## src/rtl/ctad_regs.svh

```systemverilog
`ifndef CTAD_REGS_SVH
`define CTAD_REGS_SVH
// Operand specifier byte layout.
`define CTAD_MODE_HI 7
`define CTAD_MODE_LO 6
`define CTAD_REG_HI 5
`define CTAD_REG_LO 3
`define CTAD_RM_HI 2
`define CTAD_RM_LO 0
`define CTAD_MODE_NODISP 2'h0
`define CTAD_MODE_DISP8 2'h1
`define CTAD_MODE_DISP16 2'h2
`define CTAD_MODE_REG 2'h3
`define CTAD_RM_DIRECT 3'h6
// Operation selectors in the register field and in the arithmetic rows.
`define CTAD_SEL_ADD 3'h0
`define CTAD_SEL_ONE 3'h1
`define CTAD_SEL_ADC 3'h2
`define CTAD_SEL_BORROW 3'h3
`define CTAD_SEL_SUB 3'h5
`define CTAD_SEL_PUSH 3'h6
`define CTAD_SEL_COMPARE 3'h7
// Opcodes.
`define CTAD_OPC_IMM_B 8'h80
`define CTAD_OPC_IMM_W 8'h81
`define CTAD_OPC_IMM_SX 8'h83
`define CTAD_OPC_MOVI_B 8'hC6
`define CTAD_OPC_MOVI_W 8'hC7
`define CTAD_OPC_SEG_ST 8'h8C
`define CTAD_OPC_SEG_LD 8'h8E
`define CTAD_OPC_GRP_B 8'hFE
`define CTAD_OPC_GRP_W 8'hFF
`define CTAD_OPC_FLG_ST 8'h9C
`define CTAD_OPC_FLG_LD 8'h9D
`define CTAD_OPC_LOOKUP 8'hD7
`define CTAD_OPC_ASC_SUM 8'h37
`define CTAD_OPC_BCD_SUM 8'h27
`define CTAD_OPC_ASC_DIF 8'h3F
`define CTAD_OPC_BCD_DIF 8'h2F
`define CTAD_OPC_ASC_MUL 8'hD4
`define CTAD_ASC_MUL_2ND 8'h0A
`define CTAD_OPC_B_WIDEN 8'h98
`define CTAD_OPC_W_WIDEN 8'h99
`define CTAD_ROW_INC 5'h08
`define CTAD_ROW_DEC 5'h09
`define CTAD_ROW_SWAP 5'h12
`define CTAD_ROW_PORT_FIX 6'h39
`define CTAD_ROW_PORT_IND 6'h3B
`define CTAD_PFX_HI 3'h1
`define CTAD_PFX_LO 3'h6
// Cycle counts.
`define CTAD_CYC_SEG_REG 8'h02
`define CTAD_CYC_SEG_ST 8'h09
`define CTAD_CYC_SEG_LD 8'h08
`define CTAD_CYC_MOVI 8'h0A
`define CTAD_CYC_PUSH_MEM 8'h10
`define CTAD_CYC_FLG_ST 8'h0A
`define CTAD_CYC_FLG_LD 8'h08
`define CTAD_CYC_SWAP 8'h03
`define CTAD_CYC_PORT_FIX 8'h0A
`define CTAD_CYC_PORT_IND 8'h08
`define CTAD_CYC_LOOKUP 8'h0B
`define CTAD_CYC_ALU_REG 8'h03
`define CTAD_CYC_ALU_LD 8'h09
`define CTAD_CYC_ALU_ST 8'h10
`define CTAD_CYC_ALU_ACC 8'h04
`define CTAD_CYC_IMM_REG 8'h04
`define CTAD_CYC_IMM_MEM 8'h11
`define CTAD_CYC_IMM_COMPARE 8'h0A
`define CTAD_CYC_INC_W 8'h02
`define CTAD_CYC_INC_B 8'h03
`define CTAD_CYC_INC_MEM 8'h0F
`define CTAD_CYC_SUM_FIX 8'h04
`define CTAD_CYC_ASC_DIF 8'h08
`define CTAD_CYC_BCD_DIF 8'h04
`define CTAD_CYC_ASC_MUL 8'h53
`define CTAD_CYC_B_WIDEN 8'h02
`define CTAD_CYC_W_WIDEN 8'h05
// Operand location time.
`define CTAD_EA_OVR 8'h02
`define CTAD_EA_DIRECT 8'h06
`define CTAD_EA_PAIR_A 8'h07
`define CTAD_EA_PAIR_B 8'h08
`define CTAD_EA_PAIR_A_D 8'h0B
`define CTAD_EA_PAIR_B_D 8'h0C
`define CTAD_EA_ONE 8'h05
`define CTAD_EA_ONE_D 8'h09
`endif

```

## src/rtl/ctad_pkg.sv

```systemverilog
package ctad_pkg;
  typedef enum logic [4:0] {
    op_none, transfer_op, seg_to_gp_op, gp_to_seg_op, push_mem_op,
    flags_stack_store_op, flags_stack_load_op, swap_op, port_in_op, port_out_op,
    table_lookup_op, sum_op, sum_with_carry_op, difference_op,
    difference_with_borrow_op, compare_op, plus_one_op, minus_one_op,
    ascii_sum_fix_op, bcd_sum_fix_op, ascii_diff_fix_op, bcd_diff_fix_op,
    ascii_product_fix_op, byte_widen_op, word_widen_op
  } ctad_op_t;
  typedef enum logic [2:0] {st_opc, st_mrm, st_disp, st_imm, st_emit} ctad_state_t;
  typedef struct packed {
    ctad_op_t op;
    logic wide;
    logic mem;
    logic [1:0] mode;
    logic [2:0] reg_f;
    logic [2:0] rm;
    logic seg_ovr;
    logic port_indirect;
    logic use_carry;
    logic store;
    logic [15:0] disp;
    logic [15:0] imm;
    logic [7:0] cycles;
  } ctad_instr_t;
  typedef struct packed {
    logic ok;
    ctad_op_t op;
    logic has_mrm;
    logic [1:0] imm_len;
    logic sext;
    logic wide;
    logic use_carry;
    logic store;
    logic port_indirect;
    logic [7:0] cyc_reg;
    logic [7:0] cyc_mem;
  } ctad_info_t;
  typedef struct packed {
    ctad_state_t st;
    logic [7:0] opc;
    logic [7:0] mrm;
    logic seg_ovr;
    logic [1:0] disp_left;
    logic [1:0] imm_left;
    logic disp_hi;
    logic imm_hi;
    logic [15:0] disp;
    logic [15:0] imm;
    ctad_instr_t out;
    logic out_valid;
    logic bad;
  } ctad_dec_q_t;
  typedef struct packed {
    logic [7:0] cnt;
  } ctad_timer_q_t;
endpackage

```

## src/rtl/ctad_ea_time.sv

```systemverilog
`timescale 1ns/10ps
`default_nettype none
`include "ctad_regs.svh"
module ctad_ea_time (
  input wire logic [1:0] mode_in, // Mode field of the operand specifier.
  input wire logic [2:0] rm_in,   // Register/memory field.
  input wire logic seg_ovr_in,    // Segment override prefix seen.
  output logic [7:0] ea_out       // Operand location time in cycles.
);
  logic [7:0] base;
  always_comb begin
    base = 8'h00;
    if (mode_in == `CTAD_MODE_NODISP) begin
      case (rm_in)
        3'h0, 3'h3: base = `CTAD_EA_PAIR_A;
        3'h1, 3'h2: base = `CTAD_EA_PAIR_B;
        `CTAD_RM_DIRECT: base = `CTAD_EA_DIRECT;
        default: base = `CTAD_EA_ONE;
      endcase
    end else if (mode_in != `CTAD_MODE_REG) begin
      case (rm_in)
        3'h0, 3'h3: base = `CTAD_EA_PAIR_A_D;
        3'h1, 3'h2: base = `CTAD_EA_PAIR_B_D;
        default: base = `CTAD_EA_ONE_D;
      endcase
    end
    // A register operand has no location time, so the prefix adds nothing there.
    if (mode_in != `CTAD_MODE_REG && seg_ovr_in) begin
      ea_out = 8'(base + `CTAD_EA_OVR);
    end else begin
      ea_out = base;
    end
  end
endmodule
`default_nettype wire

```

## src/rtl/ctad_cycle_timer.sv

```systemverilog
`timescale 1ns/10ps
`default_nettype none
module ctad_cycle_timer
  import ctad_pkg::*;
(
  input wire logic mclk_in,          // Processor clock.
  input wire logic resetn_in,        // Asynchronous reset, active low.
  input wire logic load_in,          // Start an execution interval.
  input wire logic [7:0] count_in,   // Length of the interval in cycles.
  output logic busy_out              // High while the interval runs.
);
  ctad_timer_q_t q, d;
  always_comb begin
    d = q;
    if (load_in) begin
      d.cnt = count_in;
    end else if (q.cnt != 8'h00) begin
      d.cnt = 8'(q.cnt - 8'h01);
    end
  end
  always_ff @(posedge mclk_in or negedge resetn_in) begin
    if (!resetn_in) begin
      q <= '0;
    end else begin
      q <= d;
    end
  end
  assign busy_out = (q.cnt != 8'h00);
  a_timer_counts_down: assert property (@(posedge mclk_in) disable iff (!resetn_in)
    load_in && count_in == 8'h02 |=> busy_out ##1 busy_out ##1 !busy_out)
    else $error("Timer interval length wrong.");
endmodule
`default_nettype wire

```

## src/rtl/ctad_decoder.sv

```systemverilog
// Notes on behaviour
// - C6/C7 with register field 000 store an immediate; 10 cycles plus location time.
// - 8C copies segment to general word register, 8E back; register form 2 cycles.
// - 8C to memory takes 9 plus location time; 8E from memory 8 plus.
// - FF with field 110 pushes a memory word, stack pointer minus 2; 16 plus.
// - 9C pushes the flags word, stack pointer minus 2, in 10 cycles.
// - 9D pops the flags word, stack pointer plus 2, in 8 cycles.
// - 90 plus register swaps word accumulator with that register in 3 cycles.
// - E4/E5 read the port named by the next byte; 10 cycles.
// - EC/ED read the port held in the data word register; 8 cycles.
// - E6/E7 write the accumulator to the port in the next byte; 10 cycles.
// - EE/EF write the accumulator to the data word register port; 8 cycles.
// - D7 replaces the byte accumulator from a translation table in 11 cycles.
// - Add with carry: 1x row forms, immediate forms with field 010.
// - Subtract with borrow: 1x row forms, immediate forms with field 011.
// - Compare subtracts for flags only; 3A/3B register forms take 3 cycles.
// - 40 plus register increments a word in 2; FE field 000 byte in 3.
// - 48 plus register decrements a word in 2; FE/FF field 001 decrement.
// - 80, 81, 83 immediates; field 000 add, 101 subtract, 111 compare.
// - 37 and 27 adjust the byte accumulator after addition in 4 cycles.
// - 3F adjusts after subtraction in 8 cycles, 2F in 4 cycles.
// - D4 0A adjusts the word accumulator after multiply in 83 cycles.
// - 98 widens byte to word in 2 cycles; 99 word to pair in 5.
// - Specifier byte: mode bits 7-6, register 5-3, register/memory 2-0.
// - Location time grows by 2 with a prefix; displacement-only is 6.
`timescale 1ns/10ps
`default_nettype none
`include "ctad_regs.svh"
module ctad_decoder
  import ctad_pkg::*;
(
  input wire logic mclk_in,               // Processor clock, 100 MHz.
  input wire logic resetn_in,             // Asynchronous reset, active low.
  input wire logic [7:0] byte_in,         // Instruction stream byte.
  input wire logic byte_valid_in,         // Stream byte present.
  output logic byte_ready_out,            // Decoder takes the byte this cycle.
  output ctad_pkg::ctad_instr_t instr_out, // Decoded instruction.
  output logic instr_valid_out,           // One-cycle pulse with instr_out.
  output logic unknown_out,               // One-cycle pulse on a rejected opcode.
  output logic busy_out                   // Execution interval running.
);
  import ctad_pkg::*;

  ctad_dec_q_t q, d;
  ctad_info_t inf_b;
  ctad_info_t inf_q;
  logic take;
  logic prefix;
  logic [1:0] disp_len;
  logic [7:0] ea;
  logic [7:0] total;
  logic second_ok;
  logic timer_load;

  function automatic ctad_op_t alu_map(input logic [2:0] s);
    ctad_op_t o;
    case (s)
      `CTAD_SEL_ADD: o = sum_op;
      `CTAD_SEL_ADC: o = sum_with_carry_op;
      `CTAD_SEL_BORROW: o = difference_with_borrow_op;
      `CTAD_SEL_SUB: o = difference_op;
      `CTAD_SEL_COMPARE: o = compare_op;
      default: o = op_none;
    endcase
    return o;
  endfunction

  // Opcode-only fields (lengths) are valid from the opcode alone; the rest
  // needs the specifier byte as well.
  function automatic ctad_info_t classify(input logic [7:0] o, input logic [7:0] m);
    ctad_info_t i;
    logic [2:0] r;
    i = '0;
    r = m[`CTAD_REG_HI:`CTAD_REG_LO];
    i.wide = o[0];
    i.store = 1'b1;
    if (o[7:6] == 2'h0 && o[2:1] != 2'h3 && alu_map(o[5:3]) != op_none) begin
      i.op = alu_map(o[5:3]);
      i.ok = 1'b1;
      i.use_carry = (o[5:3] == `CTAD_SEL_ADC) || (o[5:3] == `CTAD_SEL_BORROW);
      i.store = (i.op != compare_op);
      if (!o[2]) begin
        i.has_mrm = 1'b1;
        i.cyc_reg = `CTAD_CYC_ALU_REG;
        i.cyc_mem = (o[1] || i.op == compare_op) ? `CTAD_CYC_ALU_LD : `CTAD_CYC_ALU_ST;
      end else begin
        i.imm_len = o[0] ? 2'h2 : 2'h1;
        i.cyc_reg = `CTAD_CYC_ALU_ACC;
        i.cyc_mem = `CTAD_CYC_ALU_ACC;
      end
    end else begin
      case (o)
        `CTAD_OPC_IMM_B, `CTAD_OPC_IMM_W, `CTAD_OPC_IMM_SX: begin
          i.has_mrm = 1'b1;
          i.imm_len = (o == `CTAD_OPC_IMM_W) ? 2'h2 : 2'h1;
          i.sext = (o == `CTAD_OPC_IMM_SX);
          i.op = alu_map(r);
          i.ok = (i.op != op_none);
          i.use_carry = (r == `CTAD_SEL_ADC) || (r == `CTAD_SEL_BORROW);
          i.store = (i.op != compare_op);
          i.cyc_reg = `CTAD_CYC_IMM_REG;
          i.cyc_mem = (i.op == compare_op) ? `CTAD_CYC_IMM_COMPARE : `CTAD_CYC_IMM_MEM;
        end
        `CTAD_OPC_MOVI_B, `CTAD_OPC_MOVI_W: begin
          i.has_mrm = 1'b1;
          i.imm_len = o[0] ? 2'h2 : 2'h1;
          i.op = transfer_op;
          i.ok = (r == `CTAD_SEL_ADD);
          i.cyc_reg = `CTAD_CYC_MOVI;
          i.cyc_mem = `CTAD_CYC_MOVI;
        end
        `CTAD_OPC_SEG_ST, `CTAD_OPC_SEG_LD: begin
          i.has_mrm = 1'b1;
          i.wide = 1'b1;
          i.ok = 1'b1;
          i.op = (o == `CTAD_OPC_SEG_ST) ? seg_to_gp_op : gp_to_seg_op;
          i.cyc_reg = `CTAD_CYC_SEG_REG;
          i.cyc_mem = (o == `CTAD_OPC_SEG_ST) ? `CTAD_CYC_SEG_ST : `CTAD_CYC_SEG_LD;
        end
        `CTAD_OPC_GRP_B, `CTAD_OPC_GRP_W: begin
          i.has_mrm = 1'b1;
          i.cyc_reg = `CTAD_CYC_INC_B;
          i.cyc_mem = `CTAD_CYC_INC_MEM;
          if (r == `CTAD_SEL_ADD) begin
            i.op = plus_one_op;
            i.ok = 1'b1;
          end else if (r == `CTAD_SEL_ONE) begin
            i.op = minus_one_op;
            i.ok = 1'b1;
          end else if (r == `CTAD_SEL_PUSH && o == `CTAD_OPC_GRP_W) begin
            i.op = push_mem_op;
            i.ok = 1'b1;
            i.cyc_reg = `CTAD_CYC_PUSH_MEM;
            i.cyc_mem = `CTAD_CYC_PUSH_MEM;
          end
        end
        `CTAD_OPC_FLG_ST: begin
          i.op = flags_stack_store_op;
          i.ok = 1'b1;
          i.cyc_reg = `CTAD_CYC_FLG_ST;
        end
        `CTAD_OPC_FLG_LD: begin
          i.op = flags_stack_load_op;
          i.ok = 1'b1;
          i.cyc_reg = `CTAD_CYC_FLG_LD;
        end
        `CTAD_OPC_LOOKUP: begin
          i.op = table_lookup_op;
          i.ok = 1'b1;
          i.wide = 1'b0;
          i.cyc_reg = `CTAD_CYC_LOOKUP;
        end
        `CTAD_OPC_ASC_SUM, `CTAD_OPC_BCD_SUM: begin
          i.op = (o == `CTAD_OPC_ASC_SUM) ? ascii_sum_fix_op : bcd_sum_fix_op;
          i.ok = 1'b1;
          i.wide = 1'b0;
          i.cyc_reg = `CTAD_CYC_SUM_FIX;
        end
        `CTAD_OPC_ASC_DIF, `CTAD_OPC_BCD_DIF: begin
          i.op = (o == `CTAD_OPC_ASC_DIF) ? ascii_diff_fix_op : bcd_diff_fix_op;
          i.ok = 1'b1;
          i.wide = 1'b0;
          i.cyc_reg = (o == `CTAD_OPC_ASC_DIF) ? `CTAD_CYC_ASC_DIF : `CTAD_CYC_BCD_DIF;
        end
        `CTAD_OPC_ASC_MUL: begin
          i.op = ascii_product_fix_op;
          i.ok = 1'b1;
          i.wide = 1'b1;
          i.imm_len = 2'h1;
          i.cyc_reg = `CTAD_CYC_ASC_MUL;
        end
        `CTAD_OPC_B_WIDEN, `CTAD_OPC_W_WIDEN: begin
          i.op = (o == `CTAD_OPC_B_WIDEN) ? byte_widen_op : word_widen_op;
          i.ok = 1'b1;
          i.cyc_reg = (o == `CTAD_OPC_B_WIDEN) ? `CTAD_CYC_B_WIDEN : `CTAD_CYC_W_WIDEN;
        end
        default: begin
          if (o[7:3] == `CTAD_ROW_INC || o[7:3] == `CTAD_ROW_DEC) begin
            i.op = (o[7:3] == `CTAD_ROW_INC) ? plus_one_op : minus_one_op;
            i.ok = 1'b1;
            i.wide = 1'b1;
            i.cyc_reg = `CTAD_CYC_INC_W;
          end else if (o[7:3] == `CTAD_ROW_SWAP) begin
            i.op = swap_op;
            i.ok = 1'b1;
            i.wide = 1'b1;
            i.cyc_reg = `CTAD_CYC_SWAP;
          end else if (o[7:2] == `CTAD_ROW_PORT_FIX) begin
            i.op = o[1] ? port_out_op : port_in_op;
            i.ok = 1'b1;
            i.imm_len = 2'h1;
            i.cyc_reg = `CTAD_CYC_PORT_FIX;
          end else if (o[7:2] == `CTAD_ROW_PORT_IND) begin
            i.op = o[1] ? port_out_op : port_in_op;
            i.ok = 1'b1;
            i.port_indirect = 1'b1;
            i.cyc_reg = `CTAD_CYC_PORT_IND;
          end
        end
      endcase
    end
    if (!i.has_mrm) begin
      i.cyc_mem = i.cyc_reg;
    end
    return i;
  endfunction

  assign inf_b = classify(byte_in, 8'h00);
  assign inf_q = classify(q.opc, q.mrm);
  assign take = byte_valid_in && byte_ready_out;
  assign prefix = (byte_in[7:5] == `CTAD_PFX_HI) && (byte_in[2:0] == `CTAD_PFX_LO);
  assign second_ok = (q.opc != `CTAD_OPC_ASC_MUL) || (q.imm[7:0] == `CTAD_ASC_MUL_2ND);

  always_comb begin
    case (byte_in[`CTAD_MODE_HI:`CTAD_MODE_LO])
      `CTAD_MODE_DISP8: disp_len = 2'h1;
      `CTAD_MODE_DISP16: disp_len = 2'h2;
      `CTAD_MODE_NODISP: disp_len = (byte_in[`CTAD_RM_HI:`CTAD_RM_LO] == `CTAD_RM_DIRECT) ? 2'h2 : 2'h0;
      default: disp_len = 2'h0;
    endcase
  end

  ctad_ea_time u_ea (
    .mode_in(q.mrm[`CTAD_MODE_HI:`CTAD_MODE_LO]),
    .rm_in(q.mrm[`CTAD_RM_HI:`CTAD_RM_LO]),
    .seg_ovr_in(q.seg_ovr),
    .ea_out(ea)
  );

  // Register form: base count only; memory form adds the location time.
  assign total = (inf_q.has_mrm && q.mrm[`CTAD_MODE_HI:`CTAD_MODE_LO] != `CTAD_MODE_REG) ?
                 8'(inf_q.cyc_mem + ea) : inf_q.cyc_reg;
  assign timer_load = (q.st == st_emit) && inf_q.ok && second_ok;

  always_comb begin
    d = q;
    d.out_valid = 1'b0;
    d.bad = 1'b0;
    case (q.st)
      st_opc: begin
        if (take && prefix) begin
          d.seg_ovr = 1'b1;
        end else if (take) begin
          d.opc = byte_in;
          d.mrm = 8'h00;
          d.disp = 16'h0000;
          d.imm = 16'h0000;
          d.disp_hi = 1'b0;
          d.imm_hi = 1'b0;
          d.disp_left = 2'h0;
          d.imm_left = inf_b.imm_len;
          if (!inf_b.ok && !inf_b.has_mrm) begin
            d.bad = 1'b1;
            d.seg_ovr = 1'b0;
          end else if (inf_b.has_mrm) begin
            d.st = st_mrm;
          end else if (inf_b.imm_len != 2'h0) begin
            d.st = st_imm;
          end else begin
            d.st = st_emit;
          end
        end
      end
      st_mrm: begin
        if (take) begin
          d.mrm = byte_in;
          d.disp_left = disp_len;
          if (disp_len != 2'h0) begin
            d.st = st_disp;
          end else if (q.imm_left != 2'h0) begin
            d.st = st_imm;
          end else begin
            d.st = st_emit;
          end
        end
      end
      st_disp: begin
        if (take) begin
          d.disp_hi = 1'b1;
          d.disp_left = 2'(q.disp_left - 2'h1);
          if (q.disp_hi) begin
            d.disp[15:8] = byte_in;
          end else begin
            d.disp = {{8{byte_in[7]}}, byte_in};
          end
          if (q.disp_left == 2'h1) begin
            d.st = (q.imm_left != 2'h0) ? st_imm : st_emit;
          end
        end
      end
      st_imm: begin
        if (take) begin
          d.imm_hi = 1'b1;
          d.imm_left = 2'(q.imm_left - 2'h1);
          if (q.imm_hi) begin
            d.imm[15:8] = byte_in;
          end else begin
            d.imm = {(inf_q.sext ? {8{byte_in[7]}} : 8'h00), byte_in};
          end
          if (q.imm_left == 2'h1) begin
            d.st = st_emit;
          end
        end
      end
      st_emit: begin
        d.st = st_opc;
        d.seg_ovr = 1'b0;
        if (timer_load) begin
          d.out_valid = 1'b1;
          d.out.op = inf_q.op;
          d.out.wide = inf_q.wide;
          d.out.mode = q.mrm[`CTAD_MODE_HI:`CTAD_MODE_LO];
          d.out.mem = inf_q.has_mrm && (q.mrm[`CTAD_MODE_HI:`CTAD_MODE_LO] != `CTAD_MODE_REG);
          d.out.reg_f = q.mrm[`CTAD_REG_HI:`CTAD_REG_LO];
          d.out.rm = inf_q.has_mrm ? q.mrm[`CTAD_RM_HI:`CTAD_RM_LO] : q.opc[2:0];
          d.out.seg_ovr = q.seg_ovr;
          d.out.port_indirect = inf_q.port_indirect;
          d.out.use_carry = inf_q.use_carry;
          d.out.store = inf_q.store;
          d.out.disp = q.disp;
          d.out.imm = q.imm;
          d.out.cycles = total;
        end else begin
          d.bad = 1'b1;
        end
      end
      default: d.st = st_opc;
    endcase
  end

  always_ff @(posedge mclk_in or negedge resetn_in) begin
    if (!resetn_in) begin
      q <= '0;
    end else begin
      q <= d;
    end
  end

  // Stream is held off until the previous instruction's cycle count has run out.
  ctad_cycle_timer u_timer (
    .mclk_in(mclk_in),
    .resetn_in(resetn_in),
    .load_in(timer_load),
    .count_in(total),
    .busy_out(busy_out)
  );

  assign byte_ready_out = (q.st != st_emit) && !busy_out;
  assign instr_out = q.out;
  assign instr_valid_out = q.out_valid;
  assign unknown_out = q.bad;

  a_flag_store_time: assert property (@(posedge mclk_in) disable iff (!resetn_in)
    instr_valid_out && instr_out.op == flags_stack_store_op |-> instr_out.cycles == 8'h0A)
    else $error("Flags store cycle count wrong.");
  a_flag_load_time: assert property (@(posedge mclk_in) disable iff (!resetn_in)
    instr_valid_out && instr_out.op == flags_stack_load_op |-> instr_out.cycles == 8'h08)
    else $error("Flags load cycle count wrong.");
  a_swap_time: assert property (@(posedge mclk_in) disable iff (!resetn_in)
    instr_valid_out && instr_out.op == swap_op |-> instr_out.cycles == 8'h03 && instr_out.wide)
    else $error("Swap decode wrong.");
  a_compare_no_store: assert property (@(posedge mclk_in) disable iff (!resetn_in)
    instr_valid_out && instr_out.op == compare_op |-> !instr_out.store)
    else $error("Compare would store its result.");
  a_sext_imm: assert property (@(posedge mclk_in) disable iff (!resetn_in)
    instr_valid_out && q.opc == `CTAD_OPC_IMM_SX |-> instr_out.imm[15:8] == {8{instr_out.imm[7]}})
    else $error("Short immediate not sign extended.");
  a_product_fix_time: assert property (@(posedge mclk_in) disable iff (!resetn_in)
    instr_valid_out && instr_out.op == ascii_product_fix_op |-> instr_out.cycles == 8'h53)
    else $error("Multiply adjust cycle count wrong.");
  a_override_adds: assert property (@(posedge mclk_in) disable iff (!resetn_in)
    instr_valid_out && instr_out.op == push_mem_op && instr_out.seg_ovr && instr_out.mode == 2'h0 &&
    instr_out.rm == 3'h6 |-> instr_out.cycles == 8'h18)
    else $error("Location time with prefix wrong.");
  a_busy_holds: assert property (@(posedge mclk_in) disable iff (!resetn_in)
    instr_valid_out && instr_out.op == word_widen_op |-> busy_out [*5] ##1 !busy_out)
    else $error("Execution interval length wrong.");
  a_carry_use: assert property (@(posedge mclk_in) disable iff (!resetn_in)
    instr_valid_out |-> instr_out.use_carry ==
    (instr_out.op inside {sum_with_carry_op, difference_with_borrow_op}))
    else $error("Carry use flag wrong.");
endmodule
`default_nettype wire

```

## config.mk

```make
export PLATFORM = sky130hd
export DESIGN_NAME = ctad_decoder
export DESIGN_NICKNAME = d
export VERILOG_FILES = /design/src/rtl/ctad_pkg.sv /design/src/rtl/ctad_ea_time.sv /design/src/rtl/ctad_cycle_timer.sv /design/src/rtl/ctad_decoder.sv
export VERILOG_INCLUDE_DIRS = /design/src /design/src/rtl
export SDC_FILE = /design/constraint.sdc
export NUM_CORES = 1
export LEC_CHECK = 0
export BUFFER_PORTS_ARGS = -buffer_cell sky130_fd_sc_hd__buf_2
export CORE_MARGIN = 2
export CORE_UTILIZATION = 40
export DETAILED_ROUTE_END_ITERATION = 16
export PLACE_DENSITY_LB_ADDON = 0.08
export RECOVER_POWER = 50
export SETUP_SLACK_MARGIN = 0.02
export SKIP_LAST_GASP = 1
export SYNTH_ARGS = -nofsm -noshare
export SYNTH_HDL_FRONTEND = slang
export SYNTH_HIERARCHICAL = 1
export SYNTH_SLANG_ARGS = --single-unit
```

## constraint.sdc

```tcl
create_clock -name mclk_in -period 4 [get_ports mclk_in]
set_input_delay 0.6 -clock mclk_in [delete_from_list [all_inputs] [get_ports mclk_in]]
set_output_delay 0.6 -clock mclk_in [all_outputs]
set_load 0.02 [all_outputs]
```

# Yosys cells after proc, flatten, opt, wreduce, memory -nomap -nowiden
# Index checks and enable logic that the tools add are counted.
# Widths: inputs -> output; s select.
# classes
addsub	5
eq_ne	98
mux	136
bitwise_logic	1
n_reduce_logical	81
# op_table
operator	n
$eq 8x8->1 const B	30
$pmux 6 s11	2
$mux 8	15
$pmux 8 s9	1
$mux 6	11
$eq 8x6->1 const B	8
$pmux 16 s2	2
$pmux 4 s5	3
$mux 58	1
$mux 16	3
$mux 13	3
$mux 1	38
$mux 38	1
$mux 3	12
$mux 5	7
$pmux 8 s4	1
$eq 3x2->1 const B	10
$eq 3x3->1 const B	10
$eq 5x4->1 const B	6
$reduce_or 2->1	14
$mux 9	3
$mux 2	13
$ne 2x2->1 const B	13
$reduce_or 13->1	2
46 further kinds	112
# word_totals
ff_bits	127
out_inout_bits	63
word_cells	349

# Logic depth before layout (Yosys ltp)
# Gate-level depths: netlist of the first run.
# depth
word_depth	15
depth_mapped	17

# Modules after synthesis
# Netlist of the first run, hierarchy kept.
# by_module_without_submodules
module	n_inst	cells_each	area_each_um2	seq_area_each_um2
ctad_decoder	1	697	6954.2	2977.9
ctad_cycle_timer	1	55	490.5	200.2
ctad_ea_time	1	43	295.3	0.0

# Worst setup path before layout of the first run
# OpenSTA, ideal clock, no wires.
# synth_path
path_kind	register to register
from	reg q[114] (netlist bit)
to	reg q, in the netlist instr_out[5]
setup_time_ns	0.128
arrival_ns	3.188
required_time_ns	3.872
setup_slack_ns	0.684
stages_incl_launch_ff	12
n_path_buf	0
synth_period_minus_slack_ns	3.316
cell_sequence	dfrtp_1 > or4b_4 > or4_4 > or2_2 > o2111ai_1 > ha_1 > a211oi_1 > o21bai_1 > a21oi_1 > xor2_1 > nor2_1 > mux2_1
# synth_between
elab_chain_cells	10
elab_cells_between_ends	71
cone_classes	add/sub: 1; eq/ne: 25; mux: 25; reduce/logical: 20
# synth_rtl
element	line_no	rtl
start: declaration	ctad_decoder.sv:44	ctad_dec_q_t q, d;
start signal: assignment	ctad_decoder.sv:333	q <= '0;
start signal: assignment	ctad_decoder.sv:335	q <= d;
$eq 6x6->1 (no line) / $eq 8x8->1 (equally long branches)	n/a	
$mux 9 / $logic_and 1x1->1 (equally long branches)	n/a	
$mux 8 / $mux 13 (equally long branches)	ctad_decoder.sv:188, ctad_decoder.sv:130	
$mux 8 / $mux 13 (equally long branches)	ctad_decoder.sv:183, ctad_decoder.sv:127	
$mux 8 / $mux 13 (equally long branches)	ctad_decoder.sv:178, ctad_decoder.sv:124	
$pmux 8 s9 / $pmux 8 s4 (equally long branches)	ctad_decoder.sv:92	case (o)
$mux 16	ctad_decoder.sv:77	if (o[7:6] == 2'h0 && o[2:1] != 2'h3 && alu_map(o[5:3]) != op_none) begin
$mux 8	ctad_decoder.sv:202	if (!i.has_mrm) begin
$add 8x8->8	ctad_decoder.sv:232	8'(inf_q.cyc_mem + ea) : inf_q.cyc_reg;
$mux 8 (*)	ctad_decoder.sv:231	assign total = (inf_q.has_mrm && q.mrm[`CTAD_MODE_HI:`CTAD_MODE_LO] != `CTAD_MODE_REG) ?
named net total[5]	ctad_decoder.sv:51	logic [7:0] total;
# The timed path passes the listed nets; every way through them passes the cells marked *.
# A chain may end at the register's enable or synchronous reset.

# Worst setup path in the final report of the first run
# layout_path
from	reg q[112] (netlist bit)
to	reg q, in the netlist instr_out[5]
# layout_between
elab_chain_cells	11
elab_cells_between_ends	81
cone_classes	add/sub: 1; eq/ne: 30; mux: 29; reduce/logical: 21
# layout_rtl
element	line_no	rtl
$eq 3x3->1, or another cell as far along	ctad_decoder.sv:57	case (s)
$pmux 4 s5	ctad_decoder.sv:57	
$mux 5	ctad_decoder.sv:77	
$eq 5x4->1	ctad_decoder.sv:85	i.cyc_mem = (o[1] || i.op == compare_op) ? `CTAD_CYC_ALU_LD : `CTAD_CYC_ALU_ST;
$logic_or 1x1->1	ctad_decoder.sv:85	
$mux 5 (no line)	n/a	
$mux 11	ctad_decoder.sv:82	if (!o[2]) begin
$mux 16	ctad_decoder.sv:77	
$mux 8	ctad_decoder.sv:202	
$add 8x8->8	ctad_decoder.sv:232	
$mux 8 (*)	ctad_decoder.sv:231	
named net total[5]	ctad_decoder.sv:51	
# The timed path passes the listed nets; every way through them passes the cells marked *. The select of a mux whose other input is x is not followed.

==> results of run 1 <==
==> logic make-up (layout without fill, tap and decap cells) <==
kind of cell / Yosys count / count (layout) / share of synthesized area, %
adder cells (fa/ha/maj): 13 / 13 / 2.20
XOR/XNOR: 10 / 10 / 1.13
flip-flops: 127 / 127 / 41.1
multiplexers: 77 / 77 / 11.5
buffers and inverters: 132 / 162 / 9.99
AND/OR/NAND/NOR: 252 / 252 / 17.2
other: 1 / 4 / 0.0485
AO/OA/AOI/OAI: 183 / 183 / 16.8
==> cell type report <==
type                            instances  area [um^2]  area share (%)
Multi-Input combinational cell        539         3810            44.6
Clock inverter                         15          136            1.60
Inverter                               22         82.6           0.966
Sequential cell                       127         3180            37.2
Tap cell                              260          325            3.81
Timing Repair Buffer                  108          587            6.86
Clock buffer                           17          425            4.98
==> state kept, by name, indices dropped and copies added, names as in the netlist <==
| register | cells |
|---|---|
| instr_out | 59 |
| q | 58 |
| u_timer/q | 8 |
| instr_valid_out | 1 |
| unknown_out | 1 |
==> per-stage QoR <==
step	utilization, %	hold WS (ps)	area [um^2]	worst slack (ps)
CTS	45.7	325	8600	404
floorplan	-	304	7750	684
finish	45.4	484	8550	382
global placement	42.7	462	8040	460
detailed placement	42.7	469	8040	429
global route	45.4	508	8550	142
==> report_power, final <==
part	switching, mW	internal, mW
Clock	0.630	0.861
Combinational	0.110	0.0538
Sequential	0.0174	1.30
==> routing by layer <==
| metal | up-vias | track usage (%) | part of all wire (%) |
|---|---|---|---|
| met1 | 3068 | 29.1 | 46 |
| li1 | 2869 | - | - |
| met3 | 21 | 3.32 | 3.6 |
| met2 | 153 | 36.0 | 48 |
| met4 | 0 | 7.76 | 2.2 |
| met5 | - | 0 | 0 |
==> cell usage in the layout, fill, tap and decap left out, types with 8 or more instances in the layout <==
master	n
o211ai_1	9
o31ai_1	10
buf_4	34
a22o_1	24
nand2_1	83
a31oi_1	10
nand3_1	26
a21oi_1	25
clkbuf_1	31
inv_1	21
nor3_1	17
nand2b_1	18
buf_2	41
dfrtp_1	127
o21ai_0	35
ha_1	12
mux2_1	24
nor2_1	37
mux2_4	8
clkbuf_16	17
mux2_2	41
==> worst max-delay path by stage <==
| stage | from | to | slack, ps |
|---|---|---|---|
| after global placement | q[112] | instr_out[4] | 460 |
| after detailed placement | q[112] | instr_out[4] | 430 |
| after floorplan | q[114] | instr_out[5] | 680 |
| after CTS | q[112] | instr_out[4] | 400 |
| final | q[112] | instr_out[5] | 380 |
| after global routing | q[112] | instr_out[4] | 140 |
==> worst register-to-register path: stages (launching register included) <==
cell and delay [ps]:
dfrtp_1 430, or4b_4 550, nor3_1 420, a211oi_1 160, and4b_1 260, o2111ai_1 290
ha_1 310, a211oi_1 210, o21bai_1 130, a21oi_1 180, xor2_1 170, nor2_1 70
mux2_1 300
==> flow_results.org, run 1 <==
** STA
- Final-report hold violation count :: 0
- At the pin with the least slew margin, the transition time is 1680 ps.
- The clock period could shrink to around 3600 ps.
- Upper clock frequency limit :: 0.276 GHz
- Final setup TNS :: 0 ps
- Of the available clock period, the critical path in the final layout requires 90.5%.
- Clock skew :: ~25 ps
- Measured against its own limit, the worst slew margin works out to -12.1%.
- Count of endpoints failing setup in the final report :: 0
- Unrepaired setup endpoints after global routing :: no
- Count of final max-slew check failures :: 130

** Global route
- Wire length of the first global-routing pass :: roughly 34,000 um
- Entering global routing, the biggest net connects 68 pins.
- Global routing used roughly 22% of the available tracks.
- Number of global-route vias before repair :: roughly 6k
- Summed over all layers, the global routing overflow is 0.
- Antenna violations before repair :: 0

** Routing
- Routed Wire Length :: about 21,000 um
- For this run, design rule violations remaining after detail routing come to 0.
- The routed layout has approximately 6.1k vias.
- Before antenna repair, the detailed router went through 5 iterations.
- After detailed routing, the number of vias per cell comes to around 5.6.
- In the final routed layout, each cell accounts on average for 19.7 um.
- Number of DRC markers after the initial detailed-route iteration :: 378
- Remaining antenna violation count after routing :: 0

** Floorplan
- Die height :: between 100 and 150 um
- In this run the standard cell core region covers roughly 19,000 um^2.
- Number of top-level pins :: 74
- The die covers between 20,000 and 25,000 um^2.
- Die Width :: 143 um
- Number of cell rows :: 50
- Initial Utilization :: 41.1%

** Synthesis
- For this run, the number of Yosys warnings is 6.
- After synthesis, the netlist uses 85 different library cells.
- Dominant cell type by area after synthesis :: dfrtp_1
- Sorting the synthesized cells by area gives the leading types as dfrtp_1 (41%), buf_4 (6.6%), mux2_2 (6.0%).
- Most frequently used cell type in the post-synthesis netlist :: dfrtp_1
- The cell area that synthesis handed to floorplanning was ~7700 um^2.
- For this run, the leading register cell type out of synthesis is dfrtp_1.
- Fraction of registers with async set/reset :: 100%
- Synthesis inferred approximately 130 register bits.
- The commonest cells after synthesis are dfrtp_1 (127), nand2_1 (83), buf_4 (68).
- The synthesized design devotes to its leading area cell type roughly two fifths of total area.
- Synth Area per Inst :: approximately 10 um^2
- Synthesized instance count :: 795
- Counting flops with a built-in enable in the synthesized netlist gives 0.
- Part of the Yosys area used for sequential elements :: between 40 and 50%

** Placed design
- Placed instance count :: ~1.1k
- Input and output buffers added on the ports amount to between 70 and 80.
- RD Place Congestion :: between 0.9 and 1
- Post-detail-place hpwl :: 15,600 um

** Clocking
- Buffers inserted during post-CTS setup optimization :: 0
- The clock reaches the later pin of the worst-skew pair after roughly 430 ps.
- CTS saw between 100 and 150 sinks.
- Clock tree synthesis selected as its root buffer the cell clkbuf_16.
- After clock tree synthesis, the repair step resized 0 gates.
- After clock tree synthesis, the flow added hold-fix buffers numbering 0.
- CTS tree :: built
- Number of levels the H-tree was split into :: 4
- Clock buffers created by TritonCTS :: 17
- Clock buffer depth :: 2
- Reg clk slew, reported paths :: 60 ps

** Setup path
- STA classifies the critical path endpoint as a flip-flop.
- Crit. path cell count :: 12
- STA classifies the critical path startpoint as a flip-flop.
- In this design, the critical path's most frequently occurring cell is a211oi_1.
- Type of the setup path with the least slack :: reg -> reg
- Maximum fanout along the worst path :: 6
- Reg-to-reg slack, setup :: approximately 380 ps
- Slowest library cell on the worst path :: or4b_4
- The kind of cell with the highest combined delay along the critical path is simple AND/OR/NAND/NOR gates.
- At the worst endpoint, the required time is between 4000 and 5000 ps.
- Data arrives at the worst endpoint at 3910 ps.
- The worst register-to-register path has a depth of 12.
- The largest single stage delay on the critical path is roughly 550 ps.
- The endpoint identified for the worst register-to-register timing path is instr_out[5].
- Cells along the critical path :: or4b_4 -> nor3_1 -> a211oi_1 -> and4b_1 -> o2111ai_1 -> ha_1 -> a211oi_1 -> o21bai_1 -> a21oi_1 -> xor2_1 -> nor2_1 -> mux2_1
- CP Buf/Inv Count :: 0
- In this run the critical register-to-register path is launched from q[112].

** Power and ir drop
- Summed over all cells, the static leakage comes to around 3.9 nW.
- Total power for the finished layout comes to around 3.0 mW.
- Worst IR Drop VDD :: just under 0.3 mV
- Areal power density over the cells :: approximately 350 nW/um^2

** Final layout
- Fill count :: between 1.5k and 2k
- Relative to the synthesized area, the layout overhead comes to 10.4%.
- In the final layout, the share of cells above drive strength 1 is between 20% and 30%.
- Antenna cell count :: 0
- The final layout contains ~840 nets.
- The count of cells in the finished layout, fillers not included, comes to 1,088.

** Hold path
- Worst Min Path Start :: instr_out[5]
- Worst hold path class :: reg -> reg
- Count of cells along the worst hold path :: 1
- Endpoint of the worst hold path :: instr_out[5]

** Outcome
- Violated checks :: capacitance limit, slew limit
- Result of the run :: finished, violations left

** Run
- Number of maximum-capacitance violations :: 2
No activity file was read; power rests on OpenSTA's default activity.
==> inputs of run 2 (changes only) <==
Settings changed: SYNTH_HIERARCHICAL 1 to unset.
==> flow_results.org, run 2 <==
** Outcome
- The flow ran to the end, but the final reports show violations.
- Violated checks :: capacitance limit, slew limit

** Clocking
- Clock buffer depth :: 2
- Clock latency on the worst-skew pair, taken at its later pin, is slightly above 400 ps.
- Clock buffers created by TritonCTS :: 17
- # hold bufs at CTS :: 0
- Buffers inserted during post-CTS setup optimization :: 0
- Gates resized during post-CTS repair numbered 0.
- Number of levels the H-tree was split into :: 4
- After clock tree synthesis, the clock-pin slew on the worst setup and hold paths is roughly 60 ps.
- Counting every sink on the clock net gives around 130.
- TritonCTS built the clock tree.
- The tree is rooted in a clkbuf_16.

** Floorplan
- The core region is between 15,000 and 20,000 um^2.
- The initial utilization of the core area, before any placement, comes to between 40% and 50%.
- Number of cell rows :: 50
- Full die area :: approximately 20,000 um^2
- Pin placement for this block handled 74 I/O pins.
- The die is 141 um wide.
- Measured along the y axis, the die boundary spans ~140 um.

** Setup path
- STA classifies the critical path startpoint as a flip-flop.
- Of all nets on the critical path, the largest fanout is 17.
- Type of the setup path with the least slack :: reg -> reg
- The slowest stage of the critical path belongs to the cell dfrtp_1.
- Cell mode on critical path :: a21oi_1
- Largest stage delay on the critical path :: 640 ps
- CP Buf/Inv Count :: 0
- STA puts the critical path data required time at approximately 4300 ps.
- Cell type group with the largest total delay on the critical path :: simple AND/OR/NAND/NOR gates
- CP arrival :: a little under 4000 ps
- Cells along the critical path :: or3b_1 -> nor4_2 -> a21oi_1 -> and4b_1 -> o21ai_0 -> ha_1 -> a21o_1 -> a21oi_1 -> o21bai_1 -> a21oi_1 -> or3_1 -> o21ai_1
- The worst setup path is captured at a flip-flop.

** Synthesis
- Adder-cell share of the synthesized area :: under 10%
- Synthesized instance count :: just over 800
- Post-synth EDFFs :: 0
- Post-synthesis mux area share :: 5.85%
- Summing the sequential cell areas from Yosys gives a little over two fifths of the chip area.
- Most used DFF post-synth :: dfrtp_1
- Fraction of registers with async set/reset :: 100%
- Among all cell types in the netlist, the one instantiated most often is nand2_1.
- Commonest cells post-synth :: nand2_1 (139), dfrtp_1 (126), buf_4 (64)
- Area fraction in compound gates after synthesis :: ~17%
- Synth Area per Inst :: roughly 9 um^2
- Dominant combinational cell family by area after synthesis :: simple AND/OR/NAND/NOR gates
- Counting distinct cell types in the post-synthesis netlist gives a little under 80.
- Yosys top cell area share :: between 40% and 50%
- The synthesized design contains approximately 130 register bits.
- In the post-synthesis netlist, the biggest area contributors are dfrtp_1 (42%), nand2_1 (6.9%), buf_4 (6.4%).
- The synthesized netlist devotes between 20 and 25% of its cell area to simple gates.
- The cell area that synthesis handed to floorplanning was approximately 7500 um^2.
- Dominant cell type by area after synthesis :: dfrtp_1
- Of the total synthesized cell area, the portion taken by XOR and XNOR cells is roughly 1.3%.
- The Yosys step of the flow raised 0 warnings.

** Routing
- Once detail routing completed, the nets flagged for antenna violations numbered 0.
- Routed Wire Length :: 20,500 um
- After detailed routing, the number of vias per cell comes to approximately 5.6.
- Summing over every cut layer, the via total after detailed routing is slightly below 6k.
- Count of unresolved DRC violations after routing :: 0
- Number of DRC markers after the initial detailed-route iteration :: 420
- The first TritonRoute pass finished after 5 iterations.
- After detailed routing, the average wire length per cell comes to 19.1 um.

** Placed design
- Post-detail-place hpwl :: 14,700 um
- In this run the tool buffered the top-level ports with 72 buffer cells.
- RD Place Congestion :: slightly below 0.9
- Including well taps, the total number of placed cells is around 1.0k.

** STA
- Final setup TNS :: 0 ps
- Slew headroom :: -118%
- Count of endpoints failing setup in the final report :: 0
- Count of final max-slew check failures :: 58
- Worst hold margin :: between 400 and 500 ps
- Tmin final :: between 3000 and 4000 ps
- The number of hold violations in the final report is 0.
- Actual transition at the worst max-transition pin :: between 3000 and 4000 ps
- Final worst-path cycle share :: 89.8%
- Setup repair after global routing left no endpoint under its margin.
- Derived from the worst setup path, the maximum achievable clock frequency is roughly 0.28 GHz.
- Clock skew :: between 15 and 20 ps

** Global route
- Pin count of the biggest net entering global routing :: 60
- Combined global-route utilization of all metal layers :: 21.3%
- Busiest grt layer :: met2
- The via count of the first global-routing pass came to 5,982.
- Global routing used around 34% of the available met2 tracks.
- GR Overflow Total :: 0
- Global routing used between 20% and 30% of the available met1 tracks.
- Met3 Resource Use GR :: under 10%
- Antenna violations before repair :: 0
- The first global-routing pass estimated approximately 33,000 um of wire.

** Hold path
- In this run the worst hold path is classified as reg -> reg.

** Final layout
- Total Nets Final :: 848
- Commonest non-fill, non-tap cells in the layout :: nand2_1 (139), dfrtp_1 (126), o21ai_0 (42)
- Antenna cell count :: 0
- The area growth from synthesis to layout is 9.52%.
- Leaving out fill and tap cells, the most frequent cell in the layout is nand2_1.
- After the flow finishes, the layout carries non-filler instances totaling about 1.1k.
- Of the cells placed in the final design, the portion with a size suffix greater than 1 is between 15 and 20%.

** Power and ir drop
- The analysis attributes to cell leakage a power of 3.89 nW.
- Dividing total power by cell area gives a power density of about 370 nW/um^2.
- The worst-case IR drop observed on VDD is 0.272 mV.

** Run
- Number of maximum-capacitance violations :: 1
[run 2: cell types whose count changed after synthesis, sizes merged, moves of 6 or more]
cell | before | now
a211oi | 7 | 13
nor2b | 7 | 17
mux2 | 73 | 30
nand3 | 27 | 17
a21oi | 25 | 36
o21ai | 39 | 53
o21a | 7 | 0
a21o | 5 | 12
nand2 | 83 | 140
[run 2: cells by family after synthesis]
logic type      Yosys count
other cells               1
mux                      35
fa+ha+maj                11
simple gates            318
flops                   126
xor+xnor                 11
buf+inv                 132
compound gates          189
[run 2: worst reg2reg max path, cell delays in order (launching register included)]
cell and delay [ps]:
dfrtp_1 640, or3b_1 510, nor4_2 380, a21oi_1 190, and4b_1 250, o21ai_0 350, ha_1 310, a21o_1 160
a21oi_1 220, o21bai_1 90, a21oi_1 150, or3_1 140, o21ai_1 70
[run 2: stage by stage]
stage | setup WS [ps] | power, mW | utilization (%) | cell area, um^2
6_report | 409 | 3.03 | 44.4 | 8250
5_1_grt | 118 | 3.14 | 44.4 | 8250
4_1_cts | 423 | 3.07 | 44.6 | 8290
3_5_place_dp | 438 | 1.44 | 41.3 | 7680
3_3_place_gp | 486 | 1.43 | 41.3 | 7680
2_1_floorplan | 815 | 1.37 | - | 7530
[run 2: routing by layer]
metal  up-vias  routed length [um]
li1       2850                   -
met2       151                9480
met3        31                 711
met1      2932                9930
met5         -                   0
met4         0                 383
[run 2: cell type report]
cell class,instances,area (um^2)
fill,1832,10300
sequential,126,3150
timing repair buffer,93,500
multi-input combinational,566,3600
clock inverter,12,159
tap,234,293
inverter,22,82.6
clock buffer,20,457
[run 2: worst paths after layout]
path	endpoint	depth (start not counted)	startpoint	slack [ps]
worst min-delay path	instr_out[11]	2	instr_out[11]	470
worst max register to register	u_timer.q[5]	12	q[112]	410
min in group asynchronous	instr_out[55]	1	resetn_in	1260
worst max-delay path	u_timer.q[5]	12	q[112]	410
max in group asynchronous	q[89]	2	resetn_in	790
worst min register to register	instr_out[11]	2	instr_out[11]	470
[run 2: where the power goes]
| part | total [mW] | switching [mW] | leakage (nW) | internal [mW] |
|---|---|---|---|---|
| sequential | 1.29 | 0.00689 | 1.70 | 1.28 |
| combinational | 0.121 | 0.0860 | 1.89 | 0.0350 |
| clock | 1.62 | 0.598 | 0.297 | 1.02 |
| total | 3.03 | 0.691 | 3.89 | 2.34 |
